==> src/pwst_pkg.sv <==
/*
  Constants and types of the power-up self-test sequencer and its
  four-indicator display. Assumes a 10 MHz board clock.
*/
package pwst_pkg;

  // ==========================================================
  // Timing
  localparam int unsigned CLK_HZ            = 10_000_000;
  localparam int unsigned SELFTEST_LIMIT_MS = 200;
  localparam int unsigned SELFTEST_LIMIT_CYC =
    SELFTEST_LIMIT_MS * (CLK_HZ / 1000);

  // ==========================================================
  // Routine order and display codes
  localparam logic [3:0] ROUTINE_FIRST = 4'h0;
  localparam logic [3:0] ROUTINE_LAST  = 4'h9;
  localparam logic [3:0] CODE_DONE     = 4'h0;
  localparam logic [3:0] CODE_ABORT    = 4'hF;
  localparam logic [3:0] ROUTINE_CODE [0:15] = '{
    4'hF, 4'hD, 4'h5, 4'h7, 4'h3, 4'h1, 4'h9, 4'hB,
    4'hA, 4'h2, 4'h0, 4'h0, 4'h0, 4'h0, 4'h0, 4'h0
  };

  // ==========================================================
  // Reset values
  localparam logic [3:0] LED_RESET = 4'hF;

  // ==========================================================
  // Types
  typedef enum logic [3:0] {
    ST_ISSUE = 4'h1,
    ST_WAIT  = 4'h2,
    ST_FAIL  = 4'h4,
    ST_DONE  = 4'h8
  } pwst_state_e;

  typedef struct packed {
    logic       start;
    logic [3:0] routine;
  } pwst_chk_req_s;

  typedef struct packed {
    logic done;
    logic pass;
  } pwst_chk_rsp_s;

  typedef struct packed {
    logic ac_low_n;
    logic dc_low_n;
    logic init_n;
  } pwst_pins_s;

endpackage

==> src/pwst_sync.sv <==
/*
  Two-flop synchroniser for the backplane power-fail and init pins.
  Assumes the pins are asynchronous to clk.
*/
`timescale 1ns/1ps
module pwst_sync (
  input  wire logic              clk,
  input  wire logic              rst,
  input  wire logic              ce,
  input  wire pwst_pkg::pwst_pins_s d,
  output pwst_pkg::pwst_pins_s   q
);

  pwst_pkg::pwst_pins_s meta_q;

  // ==========================================================
  // Two stages; pins idle high
  always_ff @(posedge clk) begin
    if (rst) begin
      meta_q <= '1;
      q      <= '1;
    end else if (ce) begin
      meta_q <= d;
      q      <= meta_q;
    end
  end

endmodule

==> src/pwst_wdog.sv <==
/*
  Saturating watchdog counter for the whole self-test sequence.
  Assumes clear and run come from logic on the same clock.
*/
`timescale 1ns/1ps
module pwst_wdog #(
  parameter int unsigned LIMIT = pwst_pkg::SELFTEST_LIMIT_CYC
) (
  input  wire logic clk,
  input  wire logic rst,
  input  wire logic ce,
  input  wire logic clear,
  input  wire logic run,
  output logic      expired
);

  localparam int CW = $clog2(LIMIT + 1);
  localparam logic [CW-1:0] LIM = CW'(LIMIT);

  logic [CW-1:0] cnt_q;

  // ==========================================================
  // Count while running, stop at the limit
  assign expired = (cnt_q == LIM);

  always_ff @(posedge clk) begin
    if (rst) begin
      cnt_q <= '0;
    end else if (ce) begin
      if (clear) begin
        cnt_q <= '0;
      end else if (run && !expired) begin
        cnt_q <= cnt_q + CW'(1);
      end
    end
  end

endmodule

==> src/pwst_selftest.sv <==
/*
  Power-up self-test sequencer with four status indicators. Runs the
  fixed series of internal check routines through an internal check
  engine, shows progress, latches a failure code, and gates host
  commands until the board has passed.
  Assumes chk_rsp comes from logic on clk; the backplane pins are
  asynchronous and arrive active low.
*/
`timescale 1ns/1ps
module pwst_selftest #(
  parameter int unsigned SELFTEST_LIMIT_CYC =
    pwst_pkg::SELFTEST_LIMIT_CYC
) (
  input  wire logic                 clk,
  input  wire logic                 rst,
  input  wire logic                 ce,
  input  wire logic                 ac_low_n,
  input  wire logic                 dc_low_n,
  input  wire logic                 init_n,
  output pwst_pkg::pwst_chk_req_s   chk_req,
  input  wire pwst_pkg::pwst_chk_rsp_s chk_rsp,
  input  wire logic                 host_cmd_valid,
  output logic                      host_cmd_ready,
  output logic [3:0]                led_q,
  output logic                      selftest_busy,
  output logic                      selftest_ok,
  output logic                      selftest_abandoned
);

  // ==========================================================
  // Declarations
  pwst_pkg::pwst_pins_s  pins_raw;
  pwst_pkg::pwst_pins_s  pins_s;
  pwst_pkg::pwst_state_e state_q;
  pwst_pkg::pwst_state_e state_d;
  logic [3:0]            rt_q;
  logic [3:0]            rt_d;
  logic [3:0]            led_d;
  logic                  dc_prev_q;
  logic                  restart;
  logic                  lines_ok;
  logic                  pass_eff;
  logic                  is_last;
  logic                  wd_expired;
  logic                  wd_run;
  logic                  in_wait;
  logic                  in_issue;
  logic                  in_fail;
  logic                  in_done;

  // ==========================================================
  // Pin synchronisation
  assign pins_raw.ac_low_n = ac_low_n;
  assign pins_raw.dc_low_n = dc_low_n;
  assign pins_raw.init_n   = init_n;

  pwst_sync u_sync (
    .clk (clk),
    .rst (rst),
    .ce  (ce),
    .d   (pins_raw),
    .q   (pins_s)
  );

  // ==========================================================
  // Power-up event: DC-low released restarts the sequence
  always_ff @(posedge clk) begin
    if (rst) begin
      dc_prev_q <= 1'b1;
    end else if (ce) begin
      dc_prev_q <= pins_s.dc_low_n;
    end
  end

  assign restart = pins_s.dc_low_n & ~dc_prev_q;

  // ==========================================================
  // Watchdog over the whole sequence
  assign wd_run = in_issue | in_wait;

  pwst_wdog #(
    .LIMIT (SELFTEST_LIMIT_CYC)
  ) u_wdog (
    .clk     (clk),
    .rst     (rst),
    .ce      (ce),
    .clear   (restart),
    .run     (wd_run),
    .expired (wd_expired)
  );

  // ==========================================================
  // State decode
  assign in_issue = (state_q == pwst_pkg::ST_ISSUE);
  assign in_wait  = (state_q == pwst_pkg::ST_WAIT);
  assign in_fail  = (state_q == pwst_pkg::ST_FAIL);
  assign in_done  = (state_q == pwst_pkg::ST_DONE);

  // ==========================================================
  // Pass decision
  // Both power-fail lines and init must read negated
  assign lines_ok = pins_s.ac_low_n & pins_s.dc_low_n & pins_s.init_n;
  // Only the engine result and backplane lines count, no drive
  assign pass_eff = chk_rsp.pass &
                    ((rt_q != pwst_pkg::ROUTINE_FIRST) | lines_ok);
  assign is_last  = (rt_q == pwst_pkg::ROUTINE_LAST);

  // ==========================================================
  // Check engine request
  assign chk_req.start   = ce & in_issue & ~restart;
  assign chk_req.routine = rt_q;

  // ==========================================================
  // Sequencer next state
  always_comb begin
    state_d = state_q;
    rt_d    = rt_q;
    if (restart) begin
      state_d = pwst_pkg::ST_ISSUE;
      rt_d    = pwst_pkg::ROUTINE_FIRST;
    end else begin
      unique case (state_q)
        pwst_pkg::ST_ISSUE: begin
          state_d = pwst_pkg::ST_WAIT;
        end
        pwst_pkg::ST_WAIT: begin
          if (wd_expired) begin
            state_d = pwst_pkg::ST_FAIL;
          end else if (chk_rsp.done) begin
            if (!pass_eff) begin
              state_d = pwst_pkg::ST_FAIL;
            end else if (is_last) begin
              state_d = pwst_pkg::ST_DONE;
            end else begin
              state_d = pwst_pkg::ST_ISSUE;
              rt_d    = rt_q + 4'h1;
            end
          end
        end
        pwst_pkg::ST_FAIL: begin
          state_d = pwst_pkg::ST_FAIL;
        end
        pwst_pkg::ST_DONE: begin
          state_d = pwst_pkg::ST_DONE;
        end
        default: begin
          state_d = pwst_pkg::ST_FAIL;
        end
      endcase
    end
  end

  // ==========================================================
  // Display: code of the running routine, held on failure
  assign led_d = (state_d == pwst_pkg::ST_DONE) ? pwst_pkg::CODE_DONE
               : pwst_pkg::ROUTINE_CODE[rt_d];

  always_ff @(posedge clk) begin
    if (rst) begin
      state_q <= pwst_pkg::ST_ISSUE;
      rt_q    <= pwst_pkg::ROUTINE_FIRST;
      led_q   <= pwst_pkg::LED_RESET;
    end else if (ce) begin
      state_q <= state_d;
      rt_q    <= rt_d;
      led_q   <= led_d;
    end
  end

  // ==========================================================
  // Host command gate and status
  assign selftest_abandoned = in_fail & (led_q == pwst_pkg::CODE_ABORT);
  assign host_cmd_ready     = in_done & ce;
  assign selftest_busy      = in_issue | in_wait;
  assign selftest_ok        = in_done;

  // ==========================================================
  // Assertions
  property p_start_then_wait;
    @(posedge clk) disable iff (rst)
      (in_issue && ce && !restart) |=> in_wait;
  endproperty
  a_start_then_wait: assert property (p_start_then_wait)
    else $error("issue state did not move to wait");

  property p_progress_code;
    @(posedge clk) disable iff (rst)
      (in_issue || in_wait) |-> (led_q == pwst_pkg::ROUTINE_CODE[rt_q]);
  endproperty
  a_progress_code: assert property (p_progress_code)
    else $error("indicators do not show running routine");

  property p_fail_hold;
    @(posedge clk) disable iff (rst)
      (in_fail && !restart) |=> (in_fail && $stable(led_q));
  endproperty
  a_fail_hold: assert property (p_fail_hold)
    else $error("failure code not held");

  property p_done_dark;
    @(posedge clk) disable iff (rst)
      in_done |-> (led_q == pwst_pkg::CODE_DONE);
  endproperty
  a_done_dark: assert property (p_done_dark)
    else $error("indicators lit after completion");

  property p_prio_lines;
    @(posedge clk) disable iff (rst)
      (ce && in_wait && rt_q == pwst_pkg::ROUTINE_FIRST && chk_rsp.done
       && !lines_ok && !restart)
      |=> (in_fail && led_q == pwst_pkg::CODE_ABORT);
  endproperty
  a_prio_lines: assert property (p_prio_lines)
    else $error("priority check passed with lines asserted");

  property p_order;
    @(posedge clk) disable iff (rst)
      (ce && in_wait && chk_rsp.done && pass_eff && !is_last
       && !restart && !wd_expired)
      |=> (rt_q == $past(rt_q) + 4'h1) ##1 in_wait;
  endproperty
  a_order: assert property (p_order)
    else $error("routine order broken");

  property p_last_done;
    @(posedge clk) disable iff (rst)
      (ce && in_wait && is_last && chk_rsp.done && pass_eff
       && !restart && !wd_expired) |=> in_done;
  endproperty
  a_last_done: assert property (p_last_done)
    else $error("last routine pass did not complete");

  property p_abandon_deaf;
    @(posedge clk) disable iff (rst)
      selftest_abandoned |-> !host_cmd_ready;
  endproperty
  a_abandon_deaf: assert property (p_abandon_deaf)
    else $error("host command accepted while abandoned");

  property p_watchdog;
    @(posedge clk) disable iff (rst)
      (ce && in_wait && wd_expired && !restart) |=> in_fail;
  endproperty
  a_watchdog: assert property (p_watchdog)
    else $error("watchdog expiry did not stop the sequence");

  property p_restart_first;
    @(posedge clk) disable iff (rst)
      (ce && restart) |=> (in_issue && rt_q == pwst_pkg::ROUTINE_FIRST
                           && led_q == pwst_pkg::CODE_ABORT);
  endproperty
  a_restart_first: assert property (p_restart_first)
    else $error("restart did not begin at first routine");

  property p_cmd_refused;
    @(posedge clk) disable iff (rst)
      (host_cmd_valid && !in_done) |-> !host_cmd_ready;
  endproperty
  a_cmd_refused: assert property (p_cmd_refused)
    else $error("host command taken before completion");

  property p_abandon_stay;
    @(posedge clk) disable iff (rst)
      (selftest_abandoned && !restart) |=> selftest_abandoned;
  endproperty
  a_abandon_stay: assert property (p_abandon_stay)
    else $error("abandoned board left its stopped state");

  property p_fail_quiet;
    @(posedge clk) disable iff (rst)
      in_fail |-> !chk_req.start;
  endproperty
  a_fail_quiet: assert property (p_fail_quiet)
    else $error("routine started after a failure");

  property p_done_hold;
    @(posedge clk) disable iff (rst)
      (in_done && !restart) |=> (in_done && led_q == pwst_pkg::CODE_DONE);
  endproperty
  a_done_hold: assert property (p_done_hold)
    else $error("completion state not held dark");

  property p_start_pulse;
    @(posedge clk) disable iff (rst)
      chk_req.start |=> !chk_req.start;
  endproperty
  a_start_pulse: assert property (p_start_pulse)
    else $error("engine start held longer than one cycle");

  property p_wait_engine;
    @(posedge clk) disable iff (rst)
      (ce && in_wait && !chk_rsp.done && !wd_expired && !restart)
      |=> (in_wait && $stable(rt_q));
  endproperty
  a_wait_engine: assert property (p_wait_engine)
    else $error("sequence moved without an engine result");

  property p_routine_range;
    @(posedge clk) disable iff (rst)
      (in_issue || in_wait) |-> (rt_q <= pwst_pkg::ROUTINE_LAST);
  endproperty
  a_routine_range: assert property (p_routine_range)
    else $error("routine index beyond the last routine");

endmodule

==> config.mk <==
export PLATFORM = sky130hd
export DESIGN_NAME = pwst_selftest
export DESIGN_NICKNAME = d
export VERILOG_FILES = /design/src/pwst_pkg.sv /design/src/pwst_sync.sv /design/src/pwst_wdog.sv /design/src/pwst_selftest.sv
export SDC_FILE = /design/constraint.sdc
export NUM_CORES = 1
export LEC_CHECK = 0
export ABC_AREA = 1
export BUFFER_PORTS_ARGS = -buffer_cell sky130_fd_sc_hd__buf_2
export CAP_MARGIN = 20
export CELL_PAD_IN_SITES_DETAIL_PLACEMENT = 2
export CELL_PAD_IN_SITES_GLOBAL_PLACEMENT = 2
export CORE_ASPECT_RATIO = 1.5
export CORE_MARGIN = 2
export CORE_UTILIZATION = 30
export CTS_BUF_LIST = sky130_fd_sc_hd__clkbuf_8
export CTS_CLUSTER_SIZE = 14
export DETAILED_ROUTE_END_ITERATION = 10
export PLACE_DENSITY_LB_ADDON = 0.1
export SLEW_MARGIN = 20
export SYNTH_ARGS = -nofsm -noshare
export SYNTH_HDL_FRONTEND = slang
export SYNTH_SLANG_ARGS = --single-unit
==> constraint.sdc <==
create_clock -name clk -period 1.86 [get_ports clk]
set_input_delay 0.372 -clock clk [delete_from_list [all_inputs] [get_ports clk]]
set_output_delay 0.372 -clock clk [all_outputs]
set_load 0.02 [all_outputs]
==> results of run 1 <==
[cell type report]
type / count / area share
multi-input cells: 297 / 0.473
flip-flops and latches: 40 / 0.229
repair buffers: 95 / 0.190
inverters: 38 / 0.0410
well taps: 105 / 0.0365
clock buffers: 5 / 0.0191
clock inverters: 3 / 0.0118
[state kept, by name (all words and copies together), names as in the netlist]
signal         flops
led_q              4
u_wdog.cnt_q      21
state_q            4
rt_q               4
u_sync.meta_q      3
dc_prev_q          1
u_sync.q           3
[timing repair]
item,CTS,global route
pin swaps,9,22
gates resized for setup,26,55
buffers inserted,4,10
hold endpoints to repair,0,0
endpoints found under the setup margin,12,23
[metrics by stage]
stage	setup TNS (ps)	util
finish	-15.2	0.449
global route	-825	0.449
CTS	-4.00	0.414
detailed placement	-191	0.387
global placement	-8.50	0.387
floorplan	0	-
[cell families (layout without fill, tap and decap cells)]
| group | after synthesis | in the layout | synth area share |
|---|---|---|---|
| simple gates | 225 | 225 | 0.395 |
| buf+inv | 52 | 141 | 0.0910 |
| xor+xnor | 12 | 12 | 0.0425 |
| flops | 40 | 40 | 0.324 |
| compound gates | 53 | 53 | 0.112 |
| fa+ha+maj | 7 | 7 | 0.0354 |
[placed cells by master, fill, tap and decap left out, drive strengths merged]
cell	count
a21o	3
a21oi	34
buf	95
bufinv	1
clkbuf	5
clkinv	2
clkinvlp	1
dfxtp	40
ha	7
inv	37
nand2	104
nand3	44
nand3b	1
nand4	8
nor2	52
nor3	13
nor3b	2
o211ai	1
o21ai	14
o21bai	1
or2	1
xnor2	2
xor2	10
[path summary, 6_finish.rpt]
path | start | slack [ps] | endpoint
min reg2reg | u_sync.q[0] | 470 | u_sync.q[0]
min | dc_low_n | 260 | u_sync.meta_q[1]
max reg2reg | u_wdog.cnt_q[19] | -10 | led_q[3]
max | u_wdog.cnt_q[19] | -10 | led_q[3]
[critical path: cells and delay by family (launching register included)]
family / cells / cell delay, ps
and+or+nand+nor: 9 / 890
DFF: 1 / 360
buffers and inverters: 2 / 240
adders and majority gates: 1 / 200
AOI/OAI and AO/OA: 1 / 130
[metal layers]
| layer | up-vias | track usage | routed length (um) |
|---|---|---|---|
| met5 | - | 0 | 0 |
| met4 | 0 | 0.119 | 586 |
| met3 | 35 | 0.0283 | 241 |
| met2 | 58 | 0.479 | 6440 |
| met1 | 1496 | 0.226 | 3840 |
| li1 | 1440 | - | - |
[power breakdown]
| group | total [uW] | switching [uW] | leakage [uW] | internal, uW |
|---|---|---|---|---|
| Sequential | 920 | 30.9 | 0.000332 | 889 |
| Combinational | 493 | 299 | 0.00119 | 194 |
| Clock | 759 | 362 | 0.0000541 | 398 |
==> run metrics, run 1 <==
Critical Path AT 2140 ps; synthesized area 2470 um^2; Finish-stage setup viols 2; RSZ-0062 raised after global routing true; number of max-cap violations 0; Initial Utilization 0.309; most common cell in the netlist nand2_1; R2R depth 13; syn avg cell area 6.36 um^2; DP Wirelength 7720 um; fin nets 493; initial antenna violation count 0; depth of the CTS H-tree 2; Hold Path Class in -> reg; crit path cell chain buf_4 -> nand2_1 -> inv_1 -> nand2_1 -> nor2_2 -> nand3_2 -> nand4_1 -> nand2_1 -> nand2_2 -> ha_4 -> a21oi_1 -> nand2_1 -> nand2_1; Tmin final 1870 ps; average vias per placed instance 5.20; hold_buf cts 0; Leakage 0.00158 uW; placed insts 561; crit path kind reg -> reg; Post-Place Setup Slack -96.5 ps; Die Width 78.2 um; largest net degree at the start of global routing 24; number of remaining DRC errors 0; root buffer cell clkbuf_8; CTS tree yes; final hold slack 263 ps; synth top area cells dfxtp_1 32%, nand2_1 15%, nand3_1 8.9%; Final Cell Area 3600 um^2; Seq/Total Area, Yosys 0.324; vias in the first global route 3,284; first-pass GRT wire length 16,200 um; Tcrit/Tclk final 1.01; ys flop type dfxtp_1; Final Hold Vio Count 0; WHS Path Cells 3; library cells used by synthesis 30; status finished, violations left; crit end category flop; Global Route Usage Sum 0.235; via count 3,029; Skew-Pair Late Insertion Delay 320 ps; Synth Warn # 0; Filler cells 972; cell mode on critical path nand2_1; violated checks setup timing; top cell type's share of synthesized area 0.324; Die Ht 115 um; Core ar. 8010 um^2; Starting DRT DRC Count 41; total power 2170 uW; Initial DRT Pass Iterations 4; multi-input logic area 1700 um^2; CP required 2120 ps; Worst slew margin 0.682; GR Overflow Total 0; CTS buffer count 5; num rows 40; Layout Cells excl Fill 583; Final GP Congestion 0.845; fraction of layout cells with a size suffix above 1 0.366; CP Max Fanout 4; Post-synth ARST share 0; die area 9010 um^2; CP Launch Type flop; #FFs+latches synth 40; Final Skew 7.59 ps; buffer depth of the longest clock path 2; PwrDens 604 nW/um^2; highest cell delay on the worst timing path 360 ps; port bufs 20; Register Area 822 um^2; max-slew violations 0; Setup WS post-layout -14.5 ps; VDD IR-drop max 0.000370 V; Syn Nets 405; IO Pins 22; DP Area 3100 um^2; Area growth syn-to-layout 45.3%; area leader, netlist dfxtp_1; Slew @ Worst Pin 473 ps; Final ANT Viol Nets 0; CTS sink cnt 40; # diodes 0; FMAX 533 MHz; Slowest-stage cell, CP dfxtp_1; number of flops mapped to enable cells by yosys 0; Synth top cells by count 101 x nand2_1, 52 x nor2_1, 44 x nand3_1; clock-pin slew on the worst setup and hold paths 90 ps; synthesized netlist cell count 389; final wirelength 11,100 um; Routed WL per cell 19.1 um
Note: power is estimated with default switching activity, not from simulation.
==> run 2, diff against run 1 <==
Settings changed: ABC_CLOCK_PERIOD_IN_PS from default to 1860, PLACE_DENSITY from default to 0.85, PLACE_DENSITY_LB_ADDON 0.1 to default.
==> run 2 against run 1 <==
  * The flow still finishes with violations (setup timing)
  * Critical path depth is the same
  * Sequential share of layout area fell by 0.71 points
  * Flip-flop and latch count is the same
  * Total power fell by 0.47%
  * Register-to-register slack lost 220 ps
  * Largest cell class unchanged
==> run metrics, run 2 (synthesized netlist as in run 1, its figures left out) <==
status finished, violations left; violated checks setup timing; Die Width 78.2 um; num rows 40; Final Cell Area 3710 um^2; most common library cell in the layout ignoring fill and taps nand2_1; Logic pwr share 0.267; switching share of total power 0.367; FMAX 477 MHz; crit path cell chain nor2_4 -> buf_4 -> buf_4 -> nand3_1 -> nor2_1 -> nand3_2 -> nand3_1 -> nand2_1 -> nand2_1 -> nand2_1 -> a21oi_2 -> nand2_1 -> nand2_1; hold_buf cts 0; IO Pins 22; CP required 2140 ps; number of remaining DRC errors 0; net switching power 794 uW; average vias per placed instance 5.64; CP Max Fanout 4; Slowest-stage cell, CP dfxtp_2; fin nets 492; vias in the first global route 3,616; Post-Place Setup Slack -182 ps; DP Area 3090 um^2; Leakage 0.00159 uW; crit end category flop; Routed WL per cell 26.9 um; first-pass GRT wire length 20,700 um; via count 3,281; number of max-cap violations 0; CTS buffer count 5; root buffer cell clkbuf_8; port bufs 20; Die Ht 115 um; max FFs per register 21; Final Skew 11.3 ps; depth of the CTS H-tree 2; placed insts 558; Hold Path Class in -> reg; Slew @ Worst Pin 332 ps; Top reg by flops u_wdog.cnt_q; Final Hold Vio Count 0; DP Wirelength 8230 um; Core ar. 8010 um^2; clock power share 0.304; total power 2160 uW; Initial Utilization 0.309; Setup WS post-layout -235 ps; buffer depth of the longest clock path 2; Skew-Pair Late Insertion Delay 340 ps; CTS tree yes; Global Route Usage Sum 0.311; clock-pin slew on the worst setup and hold paths 100 ps; cell mode on critical path nand2_1; initial antenna violation count 0; fraction of layout cells with a size suffix above 1 0.405; final wirelength 15,600 um; Area growth syn-to-layout 49.8%; VDD IR-drop max 0.000757 V; Layout Cells excl Fill 582; Tmin final 2100 ps; Final ANT Viol Nets 0; Finish-stage setup viols 11; CTS sink cnt 40; crit path kind reg -> reg; largest net degree at the start of global routing 17; Initial DRT Pass Iterations 4; PwrDens 583 nW/um^2; HP Start ac_low_n; RSZ-0062 raised after global routing true; Worst slew margin 0.779; reg-to-reg startpoint u_wdog.cnt_q[9]; final core occ 0.463; P_int 1370 uW; CP Launch Type flop; # diodes 0; most frequent cells in the layout 93 x nand2_1, 69 x buf_4, 33 x nor2_1, 33 x nand3_1; Critical Path AT 2370 ps; die area 9010 um^2; Final GP Congestion 0.883; sequential share of power 0.429; Tcrit/Tclk final 1.13; GR Overflow Total 0; max-slew violations 0; Starting DRT DRC Count 218; highest cell delay on the worst timing path 350 ps; Worst Setup SP u_wdog.cnt_q[9]
run 2: cell types whose count changed in the layout (fill, tap and decap cells not counted), moves of 3 or more:
cell / before / now
a21oi_2: 3 / 6
nor2_2: 8 / 13
a21oi_1: 31 / 26
nor3_2: 2 / 8
inv_4: 0 / 3
buf_4: 73 / 69
nor3_1: 8 / 3
nor2_4: 10 / 6
run 2: final timing paths:
path,end,slack [ps],depth (start not counted)
max,led_q[3],-240,13
min,u_sync.meta_q[2],280,3
max reg2reg,led_q[3],-240,13
min reg2reg,u_sync.meta_q[1],540,2
run 2: final cells by class:
type	count	area [um^2]
clock buffer	5	68.8
clock inverter	3	18.8
fill	917	4300
inverter	38	150
multi-input combinational	297	1820
sequential	40	821
tap	105	131
timing repair buffer	94	699
run 2: power groups by stage:
| stage | logic, uW | registers [uW] | clock network [uW] |
|---|---|---|---|
| floorplan | 207 | 948 | 0 |
| global placement | 383 | 928 | 0 |
| detailed placement | 405 | 933 | 0 |
| CTS | 465 | 916 | 648 |
| global route | 607 | 929 | 680 |
| finish | 577 | 927 | 658 |
run 2: worst max-delay path: cells and delay by family, from the launching register on:
kind | cells | cell delay, ps
DFF | 1 | 350
buffers and inverters | 2 | 240
and+or+nand+nor | 10 | 1320
AOI/OAI and AO/OA | 1 | 140
run 2: routing by layer:
layer  track usage  part of all wire
met1         0.302              0.35
met2         0.591              0.52
met3        0.0471             0.040
met4         0.220             0.092
met5             0                 0
run 2: what timing repair did:
| action | in CTS | in global routing |
|---|---|---|
| setup endpoints to repair | 24 | 32 |
| gates cloned | 0 | 0 |
| buffers inserted | 6 | 10 |
| pin swaps | 14 | 19 |
| gates resized for setup | 40 | 70 |
run 2: through the flow:
| step | TNS [ps] | hold WS, ps |
|---|---|---|
| floorplan | 0 | 428 |
| global placement | -144 | 438 |
| detailed placement | -918 | 458 |
| CTS | -107 | 263 |
| global route | -1970 | 297 |
| finish | -1020 | 277 |
==> run 3, diff against run 2 <==
Settings changed: CORE_MARGIN 2 to default, RECOVER_POWER from default to 100.
==> run 3 against run 2 <==
  * The flow still finishes with violations (setup timing)
  * Core utilization down 0.11 points
  * Setup slack worse by 30 ps
  * Critical path type unchanged
  * Critical path depth down 3
  * First-iteration DRC count unchanged
  * Count of clock-buffer cells in the layout unchanged
==> run metrics, run 3 (synthesized netlist as in run 1, its figures left out) <==
IO Pins 22; RSZ-0062 raised after global routing true; Setup WS post-layout -265 ps; port bufs 20; final hold slack 257 ps; via count 3,344; crit path cell chain buf_4 -> nand2_1 -> nor2_1 -> nand3_1 -> nor2_1 -> nand2_1 -> xor2_1 -> nor2_1 -> nand2_1 -> a21oi_1; Slew @ Worst Pin 642 ps; Core ar. 8010 um^2; num rows 40; Initial DRT Pass Iterations 5; final wirelength 15,700 um; total power 2590 uW; DP Wirelength 8580 um; root buffer cell clkbuf_8; CP Launch Type flop; Layout Cells excl Fill 574; Area growth syn-to-layout 49.4%; Filler cells 919; crit end category flop; FMAX 471 MHz; Routed WL per cell 27.4 um; Tmin final 2130 ps; worst hold endpoint u_sync.meta_q[1]; Skew-Pair Late Insertion Delay 330 ps; hold_buf cts 0; CTS tree yes; PwrDens 700 nW/um^2; most frequent cells in the layout 93 x nand2_1, 57 x buf_4, 34 x nand3_1; multi-input logic area 1790 um^2; CTS buffer count 5; Global Route Usage Sum 0.318; WHS Path Cells 3; Final Skew 10.7 ps; number of remaining DRC errors 0; CTS sink cnt 40; vias in the first global route 3,560; clock-pin slew on the worst setup and hold paths 100 ps; Worst Setup SP u_wdog.cnt_q[13]; initial antenna violation count 0; Starting DRT DRC Count 218; largest net degree at the start of global routing 17; Initial Utilization 0.309; max-slew violations 0; fraction of layout cells with a size suffix above 1 0.371; R2R setup slack -270 ps; Final ANT Viol Nets 0; VDD IR-drop max 0.000551 V; average vias per placed instance 5.83; placed insts 559; number of max-cap violations 0; Register Area 826 um^2; Final GP Congestion 0.913; R2R depth 10; Crit path buffers/inverters 1; GR Overflow Total 0; Final Hold Vio Count 0; CP Max Fanout 5; first-pass GRT wire length 20,600 um; fin nets 484; status finished, violations left; most common library cell in the layout ignoring fill and taps nand2_1; HP Start dc_low_n; crit path kind reg -> reg; Top reg by flops u_wdog.cnt_q; die area 8620 um^2; crit-path leading delay family simple AND/OR/NAND/NOR gates; buffer depth of the longest clock path 2; Hold Path Class in -> reg; highest cell delay on the worst timing path 400 ps; Slowest-stage cell, CP dfxtp_1; Finish-stage setup viols 29; reg-to-reg startpoint u_wdog.cnt_q[13]; CP required 2100 ps; depth of the CTS H-tree 2; Die Width 76.2 um; Tcrit/Tclk final 1.14; Die Ht 113 um; Leakage 0.00160 uW; Critical Path AT 2370 ps; # diodes 0; Reg-to-Reg End u_wdog.cnt_q[20]; violated checks setup timing; Worst slew margin 0.572; Post-Place Setup Slack -178 ps; max FFs per register 21
run 3: routing by layer:
metal,part of all wire,global-route usage,up-vias
met4,0.084,0.183,0
met5,0,0,-
met2,0.53,0.643,176
met3,0.043,0.0347,85
li1,-,-,1411
met1,0.35,0.306,1672
run 3: cell type report:
type	instances	area share
clock buffers	5	0.0186
repair buffers	86	0.173
clock inverters	3	0.0244
well taps	105	0.0355
inverters	38	0.0413
multi-input cells	297	0.484
flip-flops and latches	40	0.223
run 3: worst reg2reg max path: stages, from the launching register on:
cell and delay (ps):
dfxtp_1 400, buf_4 190, nand2_1 100, nor2_1 240, nand3_1 140, nor2_1 150
nand2_1 120, xor2_1 170, nor2_1 190, nand2_1 110, a21oi_1 230
run 3: worst max-delay path by stage:
stage,end,slack [ps],depth (start not counted)
after floorplan,led_q[3],10,12
after global placement,led_q[3],-100,12
after detailed placement,led_q[1],-180,12
after CTS,led_q[3],-50,14
after global routing,u_wdog.cnt_q[20],-360,10
final,u_wdog.cnt_q[20],-270,10
run 3: what timing repair did:
item,4_1_cts,5_1_grt
setup endpoints to repair,21,34
resized for setup,36,69
pin swaps,15,22
buffers inserted,3,4
run 3: report_power, final:
group | internal, uW | leakage, uW | switching (uW) | total (uW)
clock | 672 | 0.0000784 | 410 | 1080
combinational | 215 | 0.00119 | 360 | 576
sequential | 890 | 0.000334 | 40.0 | 930
total | 1780 | 0.00160 | 810 | 2590
run 3: stage by stage:
stage | util | setup TNS, ps | area, um^2
floorplan | - | 0 | 2490
global placement | 0.390 | -160 | 3120
detailed placement | 0.390 | -425 | 3120
CTS | 0.429 | -67.5 | 3440
global route | 0.462 | -4410 | 3700
finish | 0.462 | -2170 | 3700
